### src/rtl/plc_consts.svh
// register offsets, reset values and sizes for the line controller
`ifndef PLC_CONSTS_SVH
`define PLC_CONSTS_SVH

// ==========================================================
// sizes
`define PLC_LINES        32
`define PLC_ADDR_BITS    8

// ==========================================================
// register offsets (byte addresses)
`define PLC_OFF_OWN_SET  8'h00
`define PLC_OFF_OWN_CLR  8'h04
`define PLC_OFF_OWN_STAT 8'h08
`define PLC_OFF_DRV_ON   8'h10
`define PLC_OFF_DRV_OFF  8'h14
`define PLC_OFF_DRV_STAT 8'h18
`define PLC_OFF_FLT_ON   8'h20
`define PLC_OFF_FLT_OFF  8'h24
`define PLC_OFF_FLT_STAT 8'h28
`define PLC_OFF_LVL_SET  8'h30
`define PLC_OFF_LVL_CLR  8'h34
`define PLC_OFF_OUT_LVL  8'h38
`define PLC_OFF_PIN_LVL  8'h3c
`define PLC_OFF_IRQ_ON   8'h40
`define PLC_OFF_IRQ_OFF  8'h44
`define PLC_OFF_IRQ_MASK 8'h48
`define PLC_OFF_FLAGS    8'h4c
`define PLC_OFF_PU_OFF   8'h60
`define PLC_OFF_PU_ON    8'h64
`define PLC_OFF_PU_STAT  8'h68
`define PLC_OFF_SEL_A    8'h70
`define PLC_OFF_SEL_B    8'h74
`define PLC_OFF_ALT_STAT 8'h78
`define PLC_OFF_DW_ON    8'ha0
`define PLC_OFF_DW_OFF   8'ha4
`define PLC_OFF_DW_STAT  8'ha8

// ==========================================================
// reset values
`define PLC_RST_ZERO     32'h0000_0000
`define PLC_RST_OWN      32'hffff_ffff
`define PLC_ALL_MUXED    32'hffff_ffff

`endif

### src/rtl/plc_pkg.sv
// shared types of the parallel line controller
package plc_pkg;

   typedef logic [31:0] plc_word_type;
   typedef logic [7:0]  plc_addr_type;

endpackage

### src/rtl/plc_glitch_filter.sv
// per-line input filter: passes a level only once it has held two samples
`timescale 1ns/1ns
`include "plc_consts.svh"

module plc_glitch_filter
   import plc_pkg::*;
#(
   parameter int WIDTH = `PLC_LINES
)(
   input  logic             core_clk,
   input  logic             reset_n,
   input  logic             run,
   input  logic [WIDTH-1:0] raw,
   input  logic [WIDTH-1:0] filt_en,
   output logic [WIDTH-1:0] level
);

   logic [WIDTH-1:0] sample_reg;
   logic [WIDTH-1:0] sample_next;
   logic [WIDTH-1:0] stable_reg;
   logic [WIDTH-1:0] stable_next;

   // ==========================================================
   // filter state
   // a single-edge design cannot see half cycles; one sample of
   // agreement rejects anything shorter than a clock period
   always_comb begin
      sample_next = run ? raw : sample_reg;
      stable_next = stable_reg;
      if (run) begin
         stable_next = (raw & ~(raw ^ sample_reg))
                     | (stable_reg & (raw ^ sample_reg));
      end
   end

   always_ff @(posedge core_clk or negedge reset_n) begin
      if (!reset_n) begin
         sample_reg <= '0;
         stable_reg <= '0;
      end else begin
         sample_reg <= sample_next;
         stable_reg <= stable_next;
      end
   end

   assign level = (filt_en & stable_reg) | (~filt_en & raw);

endmodule

### src/rtl/plc_top.sv
// parallel line controller: register file, pad muxing, readback, flags
// ==========================================================
// What this block does
// - thirty-two lines, each at the same bit of every register.
// - optional per-line filter drops input pulses shorter than a clock.
// - lines without a peripheral ignore hand-over and read as owned.
// - register writes act whether or not the peripheral clock runs.
// - change detection, interrupt and pin readback need the clock running.
// - pull-up on write clears status bit, off write sets it.
// - pull-up works in any configuration; status resets to zero.
// - ownership set and clear writes; one means controller owns line.
// - ownership reset value is a per-product parameter.
// - first-select write clears, second-select write sets the A/B bit.
// - peripheral inputs always see the pad level.
// - A/B status resets to zero, selecting peripheral A.
// - peripheral-owned lines take drive and level from chosen peripheral.
// - drive on and off writes act on status even when peripheral-owned.
// - level set and clear writes act on output level status always.
// - direct level write changes only unmasked bits.
// - direct-write mask set and clear; resets to zero.
// - pin level readback holds last captured level while clock gated.
// - changes set flags; interrupt ORs masked flags; reading clears.
// - filter affects only readback and change detection.
`timescale 1ns/1ns
`include "plc_consts.svh"

module plc_top
   import plc_pkg::*;
#(
   parameter plc_word_type MUXED_LINES = `PLC_ALL_MUXED,
   parameter plc_word_type OWN_RESET   = `PLC_RST_OWN
)(
   input  logic                  core_clk,
   input  logic                  reset_n,
   input  logic                  periph_clk_en,
   input  plc_addr_type          reg_addr,
   input  plc_word_type          reg_wdata,
   input  logic                  reg_wr,
   input  logic                  reg_rd,
   output plc_word_type          reg_rdata,
   input  plc_word_type          pad_in,
   output plc_word_type          pad_out,
   output plc_word_type          pad_oe,
   output plc_word_type          pad_pullup_en,
   input  plc_word_type          per_a_out,
   input  plc_word_type          per_a_oe,
   input  plc_word_type          per_b_out,
   input  plc_word_type          per_b_oe,
   output plc_word_type          per_in,
   output logic                  change_irq
);

   // ==========================================================
   // helpers
   function automatic logic hit(input logic stb,
                                input plc_addr_type a,
                                input plc_addr_type off);
      return stb && (a == off);
   endfunction

   function automatic plc_word_type upd(input plc_word_type cur,
                                        input logic set_stb,
                                        input logic clr_stb,
                                        input plc_word_type d);
      plc_word_type s;
      plc_word_type c;
      s = set_stb ? d : `PLC_RST_ZERO;
      c = clr_stb ? d : `PLC_RST_ZERO;
      return (cur | s) & ~c;
   endfunction

   // ==========================================================
   // state
   plc_word_type own_reg,      own_next;
   plc_word_type drive_reg,    drive_next;
   plc_word_type filt_reg,     filt_next;
   plc_word_type out_lvl_reg,  out_lvl_next;
   plc_word_type pu_off_reg,   pu_off_next;
   plc_word_type alt_reg,      alt_next;
   plc_word_type dw_reg,       dw_next;
   plc_word_type mask_reg,     mask_next;
   plc_word_type pin_lvl_reg,  pin_lvl_next;
   plc_word_type flags_reg,    flags_next;
   logic         primed_reg,   primed_next;
   plc_word_type rdata_reg,    rdata_next;
   plc_word_type pad_out_reg,  pad_out_next;
   plc_word_type pad_oe_reg,   pad_oe_next;
   plc_word_type own_eff;
   plc_word_type filt_level;
   plc_word_type change;

   // unmuxed lines are always owned by the controller
   assign own_eff = own_reg | ~MUXED_LINES;

   // ==========================================================
   // configuration registers: no dependence on the clock enable
   always_comb begin
      own_next = upd(own_reg,
                     hit(reg_wr, reg_addr, `PLC_OFF_OWN_SET),
                     hit(reg_wr, reg_addr, `PLC_OFF_OWN_CLR),
                     reg_wdata & MUXED_LINES);
      drive_next = upd(drive_reg,
                       hit(reg_wr, reg_addr, `PLC_OFF_DRV_ON),
                       hit(reg_wr, reg_addr, `PLC_OFF_DRV_OFF),
                       reg_wdata);
      filt_next = upd(filt_reg,
                      hit(reg_wr, reg_addr, `PLC_OFF_FLT_ON),
                      hit(reg_wr, reg_addr, `PLC_OFF_FLT_OFF),
                      reg_wdata);
      out_lvl_next = upd(out_lvl_reg,
                         hit(reg_wr, reg_addr, `PLC_OFF_LVL_SET),
                         hit(reg_wr, reg_addr, `PLC_OFF_LVL_CLR),
                         reg_wdata);
      if (hit(reg_wr, reg_addr, `PLC_OFF_OUT_LVL)) begin
         out_lvl_next = (out_lvl_reg & ~dw_reg)
                      | (reg_wdata & dw_reg);
      end
      pu_off_next = upd(pu_off_reg,
                        hit(reg_wr, reg_addr, `PLC_OFF_PU_OFF),
                        hit(reg_wr, reg_addr, `PLC_OFF_PU_ON),
                        reg_wdata);
      alt_next = upd(alt_reg,
                     hit(reg_wr, reg_addr, `PLC_OFF_SEL_B),
                     hit(reg_wr, reg_addr, `PLC_OFF_SEL_A),
                     reg_wdata);
      dw_next = upd(dw_reg,
                    hit(reg_wr, reg_addr, `PLC_OFF_DW_ON),
                    hit(reg_wr, reg_addr, `PLC_OFF_DW_OFF),
                    reg_wdata);
      mask_next = upd(mask_reg,
                      hit(reg_wr, reg_addr, `PLC_OFF_IRQ_ON),
                      hit(reg_wr, reg_addr, `PLC_OFF_IRQ_OFF),
                      reg_wdata);
   end

   always_ff @(posedge core_clk or negedge reset_n) begin
      if (!reset_n) begin
         own_reg     <= OWN_RESET;
         drive_reg   <= `PLC_RST_ZERO;
         filt_reg    <= `PLC_RST_ZERO;
         out_lvl_reg <= `PLC_RST_ZERO;
         pu_off_reg  <= `PLC_RST_ZERO;
         alt_reg     <= `PLC_RST_ZERO;
         dw_reg      <= `PLC_RST_ZERO;
         mask_reg    <= `PLC_RST_ZERO;
      end else begin
         own_reg     <= own_next;
         drive_reg   <= drive_next;
         filt_reg    <= filt_next;
         out_lvl_reg <= out_lvl_next;
         pu_off_reg  <= pu_off_next;
         alt_reg     <= alt_next;
         dw_reg      <= dw_next;
         mask_reg    <= mask_next;
      end
   end

   // ==========================================================
   // input side: filter, readback, change flags
   plc_glitch_filter #(
      .WIDTH   (`PLC_LINES)
   ) u_filter (
      .core_clk (core_clk),
      .reset_n  (reset_n),
      .run      (periph_clk_en),
      .raw      (pad_in),
      .filt_en  (filt_reg),
      .level    (filt_level)
   );

   // peripherals get the raw pad, never the filtered copy
   assign per_in = pad_in;

   always_comb begin
      pin_lvl_next = periph_clk_en ? filt_level : pin_lvl_reg;
      primed_next  = primed_reg | periph_clk_en;
      // the first enabled sample after reset only primes the comparison
      change = (periph_clk_en && primed_reg)
             ? (filt_level ^ pin_lvl_reg) : `PLC_RST_ZERO;
      flags_next = hit(reg_rd, reg_addr, `PLC_OFF_FLAGS)
                 ? `PLC_RST_ZERO : flags_reg;
      // a change in the clearing read cycle survives
      flags_next = flags_next | change;
   end

   always_ff @(posedge core_clk or negedge reset_n) begin
      if (!reset_n) begin
         pin_lvl_reg <= `PLC_RST_ZERO;
         primed_reg  <= 1'b0;
         flags_reg   <= `PLC_RST_ZERO;
      end else begin
         pin_lvl_reg <= pin_lvl_next;
         primed_reg  <= primed_next;
         flags_reg   <= flags_next;
      end
   end

   assign change_irq = periph_clk_en && |(flags_reg & mask_reg);

   // ==========================================================
   // pad drive, one level flop and one enable flop per line
   always_comb begin
      pad_out_next = pad_out_reg;
      pad_oe_next  = pad_oe_reg;
      for (int i = 0; i < `PLC_LINES; i++) begin
         if (own_eff[i]) begin
            pad_oe_next[i]  = drive_reg[i];
            pad_out_next[i] = out_lvl_reg[i];
         end else if (alt_reg[i]) begin
            pad_oe_next[i]  = per_b_oe[i];
            pad_out_next[i] = per_b_out[i];
         end else begin
            pad_oe_next[i]  = per_a_oe[i];
            pad_out_next[i] = per_a_out[i];
         end
      end
   end

   always_ff @(posedge core_clk or negedge reset_n) begin
      if (!reset_n) begin
         pad_out_reg <= `PLC_RST_ZERO;
         pad_oe_reg  <= `PLC_RST_ZERO;
      end else begin
         pad_out_reg <= pad_out_next;
         pad_oe_reg  <= pad_oe_next;
      end
   end

   assign pad_out       = pad_out_reg;
   assign pad_oe        = pad_oe_reg;
   assign pad_pullup_en = ~pu_off_reg;

   // ==========================================================
   // register reads
   always_comb begin
      rdata_next = `PLC_RST_ZERO;
      if (reg_rd) begin
         unique case (reg_addr)
            `PLC_OFF_OWN_STAT: rdata_next = own_eff;
            `PLC_OFF_DRV_STAT: rdata_next = drive_reg;
            `PLC_OFF_FLT_STAT: rdata_next = filt_reg;
            `PLC_OFF_OUT_LVL:  rdata_next = out_lvl_reg;
            `PLC_OFF_PIN_LVL:  rdata_next = pin_lvl_reg;
            `PLC_OFF_IRQ_MASK: rdata_next = mask_reg;
            `PLC_OFF_FLAGS:    rdata_next = flags_reg;
            `PLC_OFF_PU_STAT:  rdata_next = pu_off_reg;
            `PLC_OFF_ALT_STAT: rdata_next = alt_reg;
            `PLC_OFF_DW_STAT:  rdata_next = dw_reg;
            default:           rdata_next = `PLC_RST_ZERO;
         endcase
      end
   end

   always_ff @(posedge core_clk or negedge reset_n) begin
      if (!reset_n) begin
         rdata_reg <= `PLC_RST_ZERO;
      end else begin
         rdata_reg <= rdata_next;
      end
   end

   assign reg_rdata = rdata_reg;

   plc_word_type oe_ref;
   plc_word_type out_ref;
   assign oe_ref = (own_eff & drive_reg)
                 | (~own_eff & alt_reg & per_b_oe)
                 | (~own_eff & ~alt_reg & per_a_oe);
   assign out_ref = (own_eff & out_lvl_reg)
                  | (~own_eff & alt_reg & per_b_out)
                  | (~own_eff & ~alt_reg & per_a_out);
endmodule

### config.mk
export PLATFORM = sky130hd
export DESIGN_NAME = plc_top
export DESIGN_NICKNAME = d
export VERILOG_FILES = /design/src/rtl/plc_pkg.sv /design/src/rtl/plc_glitch_filter.sv /design/src/rtl/plc_top.sv
export VERILOG_INCLUDE_DIRS = /design/src /design/src/rtl
export SDC_FILE = /design/constraint.sdc
export NUM_CORES = 1
export LEC_CHECK = 0
export ABC_AREA = 1
export BUFFER_PORTS_ARGS = -buffer_cell sky130_fd_sc_hd__buf_2
export CAP_MARGIN = 20
export CORE_ASPECT_RATIO = 0.8
export CORE_MARGIN = 5
export CORE_UTILIZATION = 30
export CTS_BUF_LIST = sky130_fd_sc_hd__clkbuf_2 sky130_fd_sc_hd__clkbuf_4 sky130_fd_sc_hd__clkbuf_8
export DETAILED_ROUTE_END_ITERATION = 12
export GPL_ROUTABILITY_DRIVEN = 1
export SETUP_SLACK_MARGIN = 0.02
export SKIP_LAST_GASP = 1
export SYNTH_ARGS = -nofsm -noshare
export SYNTH_HDL_FRONTEND = slang
export SYNTH_SLANG_ARGS = --single-unit
### constraint.sdc
create_clock -name core_clk -period 1.3 [get_ports core_clk]
set_input_delay 0.13 -clock core_clk [delete_from_list [all_inputs] [get_ports core_clk]]
set_output_delay 0.13 -clock core_clk [all_outputs]
set_load 0.02 [all_outputs]
==> impl_metrics.tcl <==
set metrics [dict create \
    fin_cells 5319 \
    power_leakage_nw 18.6 \
    critPathRequiredTime_ns 1.17 \
    maxCapViolCount 0 \
    fmax_mhz 477 \
    final_area_um2 35500 \
    die_x_um 332 \
    finalCritPeriodShare 1.61 \
    syn2layout_area_growth_pct 42.5 \
    avgSynthCellArea_um2 7.41 \
    start_util 0.303 \
    antenna_found_initial 1 \
    wl_per_cell_um 19.8 \
    final_nets 4341 \
    grt_pass1_vias 25000 \
    synthFlopType "dfrtp_1" \
    drtIter0Drc 2347 \
    end_kind "output port" \
    min_period_ns 2.10 \
    clk_pin_slew_ns 0.06 \
    r2r-end "reg_rdata[0]" \
    report.final.slew_viol_count 0 \
    min_path_type "in -> reg" \
    netlist_instances 3367 \
    synth-edff-count 0 \
    yosys_warnings 0 \
    layout_setup_ws_ns -0.797 \
    ant_nets 0 \
    dp_hpwl_um 74500 \
    hp-start "pad_in[15]" \
    cts_made_buffers 89 \
    seq_area_frac_synth 0.484 \
    max_slew_margin 0.574 \
    core_area_um2 82300 \
    regToRegStartpoint "pu_off_reg[0]" \
    crit_type "reg -> out" \
    outcome "finished with violations" \
    final_util 0.432 \
    synth_top_area_share 0.451 \
    setup_viol 143 \
    whs_path_depth 4 \
    violations "negative setup slack" \
    rows 94 \
    layout-drive-gt1-share 0.229 \
    num_vias 25800 \
    worstRegToRegCells 8 \
    ys_ff_latch 481 \
    gp_congestion 0.875 \
    ctsLongestPathBuffers 3 \
    placed_cell_area_um2 30200 \
    rsz0062_at_grt "yes" \
    grt_max_degree 75 \
    p_total_w 0.0395 \
    drc 0 \
    p_per_area_nw_per_um2 1110 \
    yosys-top-cells-count "nand2_1, inv_1, dfrtp_1" \
    dieArea_um2 89000 \
    synth_area_leaders "dfrtp_1, nand2_1, inv_1" \
    via_per_inst 4.85 \
    num_io_pins 366 \
    place_ws_ns -0.454 \
    firstDrtPassIters 6 \
    tritoncts "done" \
    crit_arrival_ns 1.97 \
    synth.most_common_cell "nand2_1" \
    synth_fp_nets 3572 \
    cts_max_level 3 \
    synth_top_area_cell "dfrtp_1" \
    hold_viol_final 0 \
    worstMarginPinSlew_ns 0.637 \
    cts_sinks 481 \
    grt_pass1_wl_um 158000 \
    track_usage 0.231 \
    finClkSkew_ns 0.0341 \
    port_buffers 365 \
    synth_cell_types 28 \
    synth_area_um2 24900 \
    finalWirelength_um 106000 \
    crit_fanout 2 \
    synthArstFlopShare 1.00 \
    worst_skew_pair.late_latency_ns 0.70 \
    r2r_slack_ns 0.03 \
    ir_drop_uv 713 \
    cts_root_buf "clkbuf_8" \
    dpl.cell_count 4895 \
    die_y_um 268 \
    gr-total-overflow 0 \
    crit_path_start_kind "register" \
]
-- cells by family (layout without fill, tap and decap cells) --
family | count (synthesis) | in the layout | share of synthesized area
flip-flops | 481 | 481 | 0.484
other | 0 | 3 | 0
buffers and inverters | 771 | 1616 | 0.124
AO/OA/AOI/OAI | 651 | 651 | 0.155
AND/OR/NAND/NOR | 1464 | 1464 | 0.236
-- metal layers --
layer  GRT usage  wire length (µm)  vias to the layer above
li1            -                 -                    12300
met1       0.344             50100                    12300
met2       0.337             43600                     1138
met3      0.0567              9030                      166
met4      0.0611              2760                        0
met5           0                 0                        -
-- layout by cell type (no fill, tap or decap), types with 116 or more instances in the layout --
cell,instances
buf_2,230
nand3_1,274
clkbuf_8,116
nor2_1,343
buf_6,129
o21ai_1,123
inv_1,492
o21ai_0,215
dfrtp_1,448
buf_4,246
dlygate4sd3_1,204
nand2_1,804
-- how the worst max path moves through the flow --
stage                             start        endpoint  cells past startpoint
after global routing       mask_reg[31]      change_irq                      8
after floorplan             reg_addr[1]     alt_reg[21]                      5
final                     flags_reg[31]      change_irq                      8
after global placement      reg_addr[0]   reg_rdata[17]                     12
after detailed placement    reg_addr[1]  pu_off_reg[14]                     10
after CTS                  mask_reg[31]      change_irq                      8
-- worst max-delay path, cell delays in order (launching register included) --
cell     delay [ns]
dfrtp_1        0.39
nand2_2        0.10
nand3_2        0.07
a21oi_2        0.14
nand2_1        0.09
nor2_1         0.11
buf_4          0.15
a21oi_4        0.07
buf_6          0.13
-- report_power, final --
part	switching [W]	internal, W
sequential	0.000825	0.0161
combinational	0.00332	0.00249
clock	0.00709	0.00970
total	0.0112	0.0283
-- repair_timing --
item                                    CTS  global route
endpoints found under the setup margin  129           200
setup buffers                            33            20
hold buffers                            201            15
pin swaps                                 8             5
hold endpoints to repair                935            30
resized for setup                       302            20
-- area by class of cell --
class                   count  area [µm²]
repair buffers            883        7950
diodes                      3        7.51
flip-flops and latches    481       12100
multi-input cells        2115        9940
well taps                1104        1380
inverters                 566        2130
clock inverters            21         229
clock buffers             146        1820
fillers                  8115       46800
-- per-stage QoR --
step | setup TNS (ns) | hold WS [ns]
final | -13.05 | 0.0203
after global routing | -23.19 | 0.00969
after CTS | -22.77 | 0.0702
after detailed placement | -115.61 | 0.0114
after global placement | -109.47 | 0.0144
after floorplan | 0 | -0.166
No activity file was read; power rests on OpenSTA's default activity.
